==> config.mk <==
export PLATFORM = sky130hd
export DESIGN_NAME = short_slot_link_jump_unit
export DESIGN_NICKNAME = d
export VERILOG_FILES = /design/src/logic/link_jump_pkg.sv /design/src/logic/jump_target_calc.sv /design/src/logic/short_slot_link_jump_unit.sv
export SDC_FILE = /design/constraint.sdc
export NUM_CORES = 1
export LEC_CHECK = 0
export ABC_CLOCK_PERIOD_IN_PS = 4580
export BUFFER_PORTS_ARGS = -buffer_cell sky130_fd_sc_hd__buf_4
export CAP_MARGIN = 25
export CORE_MARGIN = 2
export CORE_UTILIZATION = 60
export CTS_CLUSTER_DIAMETER = 60
export CTS_CLUSTER_SIZE = 14
export DETAILED_ROUTE_END_ITERATION = 12
export PLACE_DENSITY = 0.81
export SLEW_MARGIN = 20
export SYNTH_ARGS = -nofsm -noshare
export SYNTH_HDL_FRONTEND = slang
export SYNTH_SLANG_ARGS = --single-unit
==> constraint.sdc <==
create_clock -name pclk -period 4.58 [get_ports pclk]
set_input_delay 0.916 -clock pclk [delete_from_list [all_inputs] [get_ports pclk]]
set_output_delay 0.916 -clock pclk [all_outputs]
set_load 0.02 [all_outputs]
==> src/logic/link_jump_pkg.sv <==
// shared constants, types and decode layout for the short-slot link jump unit
package link_jump_pkg;

  // apb register byte offsets
  localparam logic [7:0] OFS_CTRL     = 8'h00;
  localparam logic [7:0] OFS_INSTR    = 8'h04;
  localparam logic [7:0] OFS_JUMP_PC  = 8'h08;
  localparam logic [7:0] OFS_SRC_VAL  = 8'h0C;
  localparam logic [7:0] OFS_STATUS   = 8'h10;
  localparam logic [7:0] OFS_LINK_VAL = 8'h14;
  localparam logic [7:0] OFS_TARGET   = 8'h18;
  localparam logic [7:0] OFS_RESUME   = 8'h1C;

  // control register bits
  localparam int CTRL_START    = 0;
  localparam int CTRL_DUAL_ISA = 1;
  localparam int CTRL_SLOT_OK  = 2;
  localparam int CTRL_SLOT_EXC = 3;
  localparam int CTRL_CLR_BAD  = 4;

  // status register bits
  localparam int ST_STATE_LO  = 0;
  localparam int ST_KIND_LO   = 2;
  localparam int ST_ISA       = 4;
  localparam int ST_ADDR_ERR  = 5;
  localparam int ST_HZ_EXEC   = 6;
  localparam int ST_HZ_INSTR  = 7;
  localparam int ST_BAD_OP    = 8;
  localparam int ST_SAME_REG  = 9;
  localparam int ST_RESUMABLE = 10;
  localparam int ST_LINK_LO   = 16;

  // instruction field layout
  localparam int MAJOR_HI = 31;
  localparam int MAJOR_LO = 26;
  localparam int LINK_HI  = 25;
  localparam int LINK_LO  = 21;
  localparam int SRC_HI   = 20;
  localparam int SRC_LO   = 16;
  localparam int MINOR_HI = 15;
  localparam int MINOR_LO = 6;
  localparam int SUB_HI   = 5;
  localparam int SUB_LO   = 0;
  localparam int INDEX_HI = 25;
  localparam int REGION_LO = 27;

  // opcode values
  localparam logic [5:0] major_pool_a            = 6'h00;
  localparam logic [5:0] sub_pool_axf            = 6'h3C;
  localparam logic [9:0] minor_reg_link_jump     = 10'h13C;
  localparam logic [9:0] minor_reg_link_barrier  = 10'h17C;
  localparam logic [5:0] region_link_jump_opcode = 6'h1D;

  // address arithmetic
  localparam logic [31:0] LINK_STEP      = 32'h0000_0006;
  localparam logic [31:0] SLOT_STEP      = 32'h0000_0004;
  localparam logic [4:0]  GEN_REG_RETURN = 5'h1F;
  localparam logic [31:0] RESET_ADDR     = 32'h0000_0000;

  // decoded jump kind
  typedef enum logic [1:0] {
    KIND_NONE    = 2'h0,
    KIND_REG     = 2'h1,
    KIND_BARRIER = 2'h2,
    KIND_REGION  = 2'h3
  } jump_kind_t;

  // sequencer states, gray along idle-slot-transfer
  typedef enum logic [1:0] {
    ST_IDLE = 2'h0,
    ST_SLOT = 2'h1,
    ST_XFER = 2'h3
  } seq_state_t;

  // decode result carried from the calculator
  typedef struct packed {
    jump_kind_t  kind;
    logic [4:0]  link_idx;
    logic        same_reg;
    logic [31:0] link_val;
    logic [31:0] target;
    logic        isa_sel;
    logic        addr_err;
  } jump_calc_t;

  // general register write port bundle
  typedef struct packed {
    logic        en;
    logic [4:0]  idx;
    logic [31:0] data;
  } gpr_write_t;

endpackage

==> src/logic/jump_target_calc.sv <==
// combinational decode, link value and target formation for the jumps
`timescale 1ns/1ps
`default_nettype none
module jump_target_calc
  import link_jump_pkg::*;
(
  // instruction context
  input  wire logic [31:0] instr,
  input  wire logic [31:0] jump_pc,
  input  wire logic [31:0] src_val,
  input  wire logic        isa_now,
  // core configuration
  input  wire logic        dual_isa,
  // result
  output jump_calc_t       calc
);

  logic [5:0]  major;
  logic [9:0]  minor;
  logic [5:0]  sub;
  logic [31:0] slot_pc;

  assign major   = instr[MAJOR_HI:MAJOR_LO];
  assign minor   = instr[MINOR_HI:MINOR_LO];
  assign sub     = instr[SUB_HI:SUB_LO];
  assign slot_pc = jump_pc + SLOT_STEP;

  // decode, link value and target
  always_comb begin
    calc          = '0;
    calc.kind     = KIND_NONE;
    calc.link_idx = instr[LINK_HI:LINK_LO];
    calc.isa_sel  = isa_now;
    calc.link_val = jump_pc + LINK_STEP;
    if (major == major_pool_a && sub == sub_pool_axf) begin
      if (minor == minor_reg_link_jump) begin
        calc.kind = KIND_REG;
      end
      if (minor == minor_reg_link_barrier) begin
        calc.kind = KIND_BARRIER;
      end
    end
    if (major == region_link_jump_opcode) begin
      calc.kind     = KIND_REGION;
      calc.link_idx = GEN_REG_RETURN;
      calc.target   = {slot_pc[31:REGION_LO], instr[INDEX_HI:0], 1'b0};
    end
    if (calc.kind == KIND_REG || calc.kind == KIND_BARRIER) begin
      // flag encodings the program must avoid
      calc.same_reg = (instr[SRC_HI:SRC_LO] == instr[LINK_HI:LINK_LO]);
      // bit 0 cleared, mode from bit 0 on a dual-set core, compact set otherwise
      calc.target   = {src_val[31:1], 1'b0};
      calc.isa_sel  = dual_isa ? src_val[0] : 1'b1;
      // 32-bit mode target not word aligned
      // 32-bit mode absent on this core
      calc.addr_err = dual_isa ? (~src_val[0] & src_val[1]) : ~src_val[0];
    end
  end

endmodule
`default_nettype wire

==> src/logic/short_slot_link_jump_unit.sv <==
// short-slot link jump unit: apb registers, sequencer, hazard tracking
//
// Design decisions made here: the APB interface to the registers and the address map.
`timescale 1ns/1ps
`default_nettype none
module short_slot_link_jump_unit
  import link_jump_pkg::*;
(
  // clock and reset
  input  wire logic        pclk,
  input  wire logic        presetn,
  // apb slave
  input  wire logic        psel,
  input  wire logic        penable,
  input  wire logic        pwrite,
  input  wire logic [7:0]  paddr,
  input  wire logic [31:0] pwdata,
  output logic [31:0]      prdata,
  output logic             pready,
  output logic             pslverr,
  // hazard creating events from the core
  input  wire logic        hazard_exec_evt,
  input  wire logic        hazard_instr_evt,
  // general register write
  output logic             gpr_wr_en,
  output logic [4:0]       gpr_wr_idx,
  output logic [31:0]      gpr_wr_data,
  // fetch redirect
  output logic             pc_load,
  output logic [31:0]      pc_next,
  output logic             isa_select_bit,
  output logic             fetch_addr_err,
  output logic             hazard_clear
);

  // register state
  logic [31:0] instr_ff, nxt_instr;
  logic [31:0] jump_pc_ff, nxt_jump_pc;
  logic [31:0] src_val_ff, nxt_src_val;
  logic        dual_isa_ff, nxt_dual_isa;
  logic [31:0] resume_ff, nxt_resume;
  logic        bad_op_ff, nxt_bad_op;
  logic        resumable_ff, nxt_resumable;
  // sequencer state
  seq_state_t  state_ff, nxt_state;
  jump_calc_t  held_ff, nxt_held;
  // hazards pending before the jump and raised inside its slot
  logic [1:0]  hz_old_ff, nxt_hz_old;
  logic [1:0]  hz_slot_ff, nxt_hz_slot;
  // outputs
  gpr_write_t  gpr_ff, nxt_gpr;
  logic        pc_load_ff, nxt_pc_load;
  logic [31:0] pc_next_ff, nxt_pc_next;
  logic        isa_ff, nxt_isa;
  logic        addr_err_ff, nxt_addr_err;
  logic        hz_clr_ff, nxt_hz_clr;
  // apb
  logic        rdy_ff, nxt_rdy;
  logic [31:0] rdata_ff, nxt_rdata;
  logic        err_ff, nxt_err;

  logic        acc_first;
  logic        wr_take;
  logic        mapped;
  logic        ctrl_wr;
  logic [31:0] status_word;
  logic [1:0]  hz_evt;
  jump_calc_t  calc;

  jump_target_calc u_calc (
    .instr    (instr_ff),
    .jump_pc  (jump_pc_ff),
    .src_val  (src_val_ff),
    .isa_now  (isa_ff),
    .dual_isa (dual_isa_ff),
    .calc     (calc)
  );

  // apb phase decode; one wait state lets read data come from a flop
  assign acc_first = psel & penable & ~rdy_ff;
  assign wr_take   = psel & penable & rdy_ff & pwrite & ~err_ff;
  assign ctrl_wr   = wr_take & (paddr == OFS_CTRL);
  assign hz_evt    = {hazard_instr_evt, hazard_exec_evt};

  // address map check
  always_comb begin
    // holes in the map are refused with pslverr
    case (paddr)
      OFS_CTRL, OFS_INSTR, OFS_JUMP_PC, OFS_SRC_VAL,
      OFS_STATUS, OFS_LINK_VAL, OFS_TARGET, OFS_RESUME: mapped = 1'b1;
      default: mapped = 1'b0;
    endcase
  end

  // status word assembled from live state
  always_comb begin
    // unused bits read as zero so software may mask loosely
    status_word = '0;
    status_word[ST_STATE_LO +: 2] = state_ff;
    status_word[ST_KIND_LO +: 2]  = held_ff.kind;
    status_word[ST_ISA]           = isa_ff;
    status_word[ST_ADDR_ERR]      = addr_err_ff;
    status_word[ST_HZ_EXEC]       = hz_old_ff[0] | hz_slot_ff[0];
    status_word[ST_HZ_INSTR]      = hz_old_ff[1] | hz_slot_ff[1];
    status_word[ST_BAD_OP]        = bad_op_ff;
    status_word[ST_SAME_REG]      = held_ff.same_reg;
    status_word[ST_RESUMABLE]     = resumable_ff;
    status_word[ST_LINK_LO +: 5]  = held_ff.link_idx;
  end

  // apb handshake and read data
  always_comb begin
    nxt_rdy   = acc_first;
    nxt_rdata = rdata_ff;
    nxt_err   = err_ff;
    if (acc_first) begin
      nxt_err   = ~mapped;
      nxt_rdata = '0;
      // write cycles read back zero; spare control bits read as zero
      if (!pwrite) begin
        case (paddr)
          OFS_CTRL: begin
            nxt_rdata[CTRL_DUAL_ISA] = dual_isa_ff;
          end
          OFS_INSTR:    nxt_rdata = instr_ff;
          OFS_JUMP_PC:  nxt_rdata = jump_pc_ff;
          OFS_SRC_VAL:  nxt_rdata = src_val_ff;
          OFS_STATUS:   nxt_rdata = status_word;
          OFS_LINK_VAL: nxt_rdata = held_ff.link_val;
          OFS_TARGET:   nxt_rdata = held_ff.target;
          OFS_RESUME:   nxt_rdata = resume_ff;
          default:      nxt_rdata = '0;
        endcase
      end
    end
  end

  // software writes to the jump context; locked while a jump is in flight
  always_comb begin
    nxt_instr    = instr_ff;
    nxt_jump_pc  = jump_pc_ff;
    nxt_src_val  = src_val_ff;
    nxt_dual_isa = dual_isa_ff;
    // a jump in flight keeps its context so a slot fault can repeat it
    if (wr_take && state_ff == ST_IDLE) begin
      case (paddr)
        OFS_INSTR:   nxt_instr   = pwdata;
        OFS_JUMP_PC: nxt_jump_pc = pwdata;
        OFS_SRC_VAL: nxt_src_val = pwdata;
        OFS_CTRL:    nxt_dual_isa = pwdata[CTRL_DUAL_ISA];
        default:     nxt_instr   = instr_ff;
      endcase
    end
  end

  // sequencer: link at issue, wait for slot, then redirect
  always_comb begin
    nxt_state     = state_ff;
    nxt_held      = held_ff;
    nxt_resume    = resume_ff;
    nxt_bad_op    = bad_op_ff;
    nxt_resumable = resumable_ff;
    nxt_gpr       = '0;
    nxt_pc_load   = 1'b0;
    nxt_pc_next   = pc_next_ff;
    nxt_isa       = isa_ff;
    nxt_addr_err  = addr_err_ff;
    nxt_hz_clr    = 1'b0;
    // clear first, so a failed start in the same write still sets the flag
    if (ctrl_wr && pwdata[CTRL_CLR_BAD]) begin
      nxt_bad_op = 1'b0;
    end
    case (state_ff)
      ST_IDLE: begin
        if (ctrl_wr && pwdata[CTRL_START]) begin
          if (calc.kind == KIND_NONE) begin
            nxt_bad_op = 1'b1;
          end else begin
            // no privilege check on the barrier form
            nxt_held      = calc;
            nxt_resumable = 1'b0;
            nxt_addr_err  = 1'b0;
            // link written in the issue step
            nxt_gpr.en    = 1'b1;
            nxt_gpr.idx   = calc.link_idx;
            nxt_gpr.data  = calc.link_val;
            nxt_state     = ST_SLOT;
          end
        end
      end
      ST_SLOT: begin
        // slot assumed a single 16-bit instruction
        // slot fault returns to the jump address
        if (ctrl_wr && pwdata[CTRL_SLOT_EXC]) begin
          nxt_resume    = jump_pc_ff;
          nxt_resumable = 1'b1;
          nxt_state     = ST_IDLE;
        // transfer only once the slot retired
        end else if (ctrl_wr && pwdata[CTRL_SLOT_OK]) begin
          nxt_state = ST_XFER;
        end
      end
      ST_XFER: begin
        nxt_pc_load  = 1'b1;
        nxt_pc_next  = held_ff.target;
        nxt_isa      = held_ff.isa_sel;
        // error flagged with the redirected fetch
        // same flag for the single-set core
        nxt_addr_err = held_ff.addr_err;
        // clear before the target is fetched
        nxt_hz_clr   = (held_ff.kind == KIND_BARRIER);
        nxt_state    = ST_IDLE;
      end
      default: begin
        nxt_state = ST_IDLE;
      end
    endcase
  end

  // hazard tracking; new events win over a clear in the same cycle
  always_comb begin
    nxt_hz_old  = hz_old_ff;
    nxt_hz_slot = hz_slot_ff;
    // events must never be lost to a barrier clear in the same cycle
    if (state_ff == ST_IDLE) begin
      // slot-born hazards fold into the ordinary pending set
      nxt_hz_old  = hz_old_ff | hz_slot_ff | hz_evt;
      nxt_hz_slot = 2'h0;
    end else begin
      // events after issue are kept apart
      nxt_hz_slot = hz_slot_ff | hz_evt;
      if (state_ff == ST_XFER && held_ff.kind == KIND_BARRIER) begin
        nxt_hz_old = 2'h0;
      end
    end
    // nothing but this barrier clear and a reset ever drops a hazard
  end

  // state registers
  always_ff @(posedge pclk or negedge presetn) begin
    if (!presetn) begin
      instr_ff     <= '0;
      jump_pc_ff   <= RESET_ADDR;
      src_val_ff   <= '0;
      dual_isa_ff  <= 1'b0;
      resume_ff    <= RESET_ADDR;
      bad_op_ff    <= 1'b0;
      resumable_ff <= 1'b0;
      state_ff     <= ST_IDLE;
      held_ff      <= '0;
      hz_old_ff    <= 2'h0;
      hz_slot_ff   <= 2'h0;
      gpr_ff       <= '0;
      pc_load_ff   <= 1'b0;
      pc_next_ff   <= RESET_ADDR;
      // fetch restarts in the compact set, which every core has
      isa_ff       <= 1'b1;
      addr_err_ff  <= 1'b0;
      hz_clr_ff    <= 1'b0;
      rdy_ff       <= 1'b0;
      rdata_ff     <= '0;
      err_ff       <= 1'b0;
    end else begin
      instr_ff     <= nxt_instr;
      jump_pc_ff   <= nxt_jump_pc;
      src_val_ff   <= nxt_src_val;
      dual_isa_ff  <= nxt_dual_isa;
      resume_ff    <= nxt_resume;
      bad_op_ff    <= nxt_bad_op;
      resumable_ff <= nxt_resumable;
      state_ff     <= nxt_state;
      held_ff      <= nxt_held;
      hz_old_ff    <= nxt_hz_old;
      hz_slot_ff   <= nxt_hz_slot;
      gpr_ff       <= nxt_gpr;
      pc_load_ff   <= nxt_pc_load;
      pc_next_ff   <= nxt_pc_next;
      isa_ff       <= nxt_isa;
      addr_err_ff  <= nxt_addr_err;
      hz_clr_ff    <= nxt_hz_clr;
      rdy_ff       <= nxt_rdy;
      rdata_ff     <= nxt_rdata;
      err_ff       <= nxt_err;
    end
  end

  // output drive
  assign prdata         = rdata_ff;
  assign pready         = rdy_ff;
  // error only qualifies the cycle in which pready stands
  assign pslverr        = rdy_ff & err_ff;
  assign gpr_wr_en      = gpr_ff.en;
  assign gpr_wr_idx     = gpr_ff.idx;
  assign gpr_wr_data    = gpr_ff.data;
  assign pc_load        = pc_load_ff;
  assign pc_next        = pc_next_ff;
  assign isa_select_bit = isa_ff;
  assign fetch_addr_err = addr_err_ff;
  assign hazard_clear   = hz_clr_ff;

endmodule
`default_nettype wire

==> summary.md <==
| Metric | Value |
|---|---|
| Crit Path Max Fanout | `76` |
| Area growth from synthesis to layout | `15.3%` |
| CTS Sinks | `317` |
| Number of synthesized flops with an enable pin | `0` |
| Outcome | `finished clean` |
| Post-synthesis async set-or-reset flop share | `100%` |
| Synth Cell Area | `14400 µm²` |
| Initial antenna violation count | `1` |
| Number of fill cells | `1729` |
| RSZ-0062 raised after global routing | `no` |
| Most common cell after layout, fill and taps aside | `dfrtp_1` |
| Number of global-route vias before repair | `10600` |
| Vias/cell | `6.38` |
| PD cells | `303 nW/µm²` |
| Minimum clock period | `3440 ps` |
| Arrival time worst endpoint | `3920 ps` |
| Crit share post-route | `75.2%` |
| Setup Skew | `11.9 ps` |
| GP Congestion | `0.910` |
| Die W | `159 µm` |
| CP Capture Type | `flip-flop` |
| CP bufs+invs | `1` |
| Max stage delay on crit path | `670 ps` |
| Core box area | `23500 µm²` |
| Worst EP required | `5050 ps` |
| Worst-Skew Late Latency | `540 ps` |
| Cell row count | `56` |
| Register area share after synthesis | `55.1%` |
| Die Y | `159 µm` |
| Synth warn | `0` |
| R2R depth | `10` |
| Fin area | `16600 µm²` |
| CP Launch Type | `flip-flop` |
| Final hold vios | `0` |
| I/O Buffers | `153` |
| Initial drt markers | `1168` |
| First-pass GRT wire length | `61.9 mm` |
| Yosys reg bits | `317` |
| Clock Tree Buf Depth | `3` |
| Max-cap violations | `0` |
| Io pins | `155` |
| Post-CTS Resized | `0` |
| Final net count | `1406` |
| Number of setup violations in the final report | `0` |
| Cts bufs inserted | `26` |
| Clock Pin Slew Worst Setup and Hold Paths | `60 ps` |
| Syn Area/Cell | `11.6 µm²` |
| Total negative slack | `0 ps` |
| Dpl cell area | `15800 µm²` |
| Largest net degree at the start of global routing | `136` |
| Routed WL | `39.3 mm` |
| Leak Pwr | `7.91 nW` |
| Routed length per placed instance | `23.3 µm` |
| Most frequent cells in the layout | `dfrtp_1, mux2_2, buf_4` |
| Post-Syn Nets | `1287` |
| Reg2reg setup slack | `1140 ps` |
| Worst path cell trace | `nor4b_1, nand4_1, nor3_1, a21oi_1, ha_2, nand2b_1, or3_4, buf_4, nor2_1, a21o_1` |
| H-tree depth | `1` |
| Post-synthesis cell type count | `64` |
| Peak supply drop | `301 µV` |
| Gate Count Post-Synth | `1238` |
| Setup WS post-layout | `1140 ps` |
| Share of layout cells above drive strength 1 | `31.5%` |
| RR Endpoint | `held_ff[70]$_DFFE_PN0P_` |
| Synth Flop Type | `dfrtp_1` |
| CTS tree | `built` |
| Worst r2r src | `instr_ff[26]$_DFFE_PN0P_` |
| All-Layer GR Usage | `31.2%` |
| Root buf cell | `clkbuf_16` |
| Post-Place Worst Slack | `1150 ps` |
| Grt total ovfl | `0` |
| CP delay by family, top | `simple AND/OR/NAND/NOR gates` |
| Slew Limit Headroom | `31.5%` |
| Final slew viol count | `0` |
| HPWL Detailed | `26.7 mm` |
| Setup bufs post-CTS | `0` |
| Initial core utilization | `61.1%` |
| Hold buffers post-CTS | `0` |
| DRT antenna net count | `0` |
| Fmax | `291 MHz` |
| Pre-antenna DRT Iters | `6` |
| Slowest stage cell, crit path | `or3_4` |
| Setup CP Type | `reg2reg` |
| Worst-Margin Slew | `1020 ps` |
| Die area | `25200 µm²` |
| Hold Crit Class | `in2async` |
| DRC Markers | `0` |
| Via count | `10800` |
## cell type report
class                      instances  area, µm²  area share, %
timing repair buffer             186       1450           8.73
antenna                            1       2.50         0.0151
sequential                       317       7930           47.8
clock inverter                     1       5.00         0.0302
inverter                          12       45.0          0.271
tap                              319        399           2.40
multi-input combinational        814       6050           36.4
clock buffer                      37        713           4.30
## synth_stat cells (13+ instances only)
| cell type | number | share of area [%] |
|---|---|---|
| dfrtp_1 | 316 | 55 |
| mux2_2 | 194 | 15 |
| nand2_1 | 105 | 2.7 |
| o21ai_0 | 80 | 2.8 |
| nor2_1 | 69 | 1.8 |
| clkbuf_1 | 64 | 1.7 |
| a21oi_1 | 59 | 2.1 |
| a22oi_1 | 32 | 1.7 |
| nor3b_1 | 30 | 1.6 |
| a21o_1 | 21 | 1.1 |
| xor2_1 | 20 | 1.2 |
| xnor2_1 | 19 | 1.2 |
| a22o_1 | 18 | 1.1 |
| buf_2 | 18 | 0.63 |
| a221oi_1 | 15 | 0.91 |
| nand4_1 | 15 | 0.65 |
| nor3_1 | 15 | 0.52 |
| mux2i_1 | 13 | 0.90 |
| nand3_1 | 13 | 0.45 |
## state kept, by name (all words and copies together), names as in the netlist, 5 cells and up
signal and flops:
gpr_wr_data 32, held_ff 73, jump_pc_ff 32, instr_ff 32, pc_next 31, prdata 32, gpr_wr_idx 5, resume_ff 32
src_val_ff 32
## kinds of logic (layout without fill, tap and decap cells)
family / Yosys count / in the layout / share of synthesized area (%)
AOI/OAI and AO/OA: 254 / 254 / 11.1
xor gates and xnor gates: 39 / 39 / 2.37
adders and majority gates: 2 / 2 / 0.174
buffers and inverters: 107 / 236 / 3.03
DFF: 317 / 317 / 55.1
muxes: 215 / 215 / 17.3
other: 1 / 2 / 0.0261
and+or+nand+nor: 303 / 303 / 10.8
## per-layer routing
layer,wire length [µm],GRT usage (%)
met1,16000,45.7
met2,18200,48.2
met3,4090,6.03
met4,1050,8.76
met5,0,0
## report_power, final
part           internal [mW]  switching (mW)
clock network           1.07           0.943
registers               2.80         0.00159
logic                 0.0663           0.158
total                   3.93            1.10
## worst max path at each step
stage	from	end	slack, ps	cells past startpoint
final	instr_ff[26]$_DFFE_PN0P_	held_ff[70]$_DFFE_PN0P_	1140	10
after global routing	instr_ff[26]$_DFFE_PN0P_	held_ff[71]$_DFFE_PN0P_	910	10
after CTS	instr_ff[26]$_DFFE_PN0P_	held_ff[70]$_DFFE_PN0P_	1190	10
after detailed placement	paddr[4]	resume_ff[16]$_DFFE_PN0P_	1150	7
after global placement	paddr[4]	resume_ff[20]$_DFFE_PN0P_	1210	7
after floorplan	paddr[3]	prdata[22]$_DFFE_PN0P_	1820	7
## per-stage QoR
step / util (%) / hold WS (ps) / instances / power (mW)
floorplan: - / 439 / 1238 / 2.93
global route: 70.5 / 310 / 1687 / 5.20
CTS: 70.4 / 481 / 1685 / 5.06
finish: 70.5 / 282 / 1687 / 5.04
global placement: 67.3 / 453 / 1647 / 3.07
detailed placement: 67.3 / 466 / 1647 / 3.07
Power figures use the tool's default switching activity.
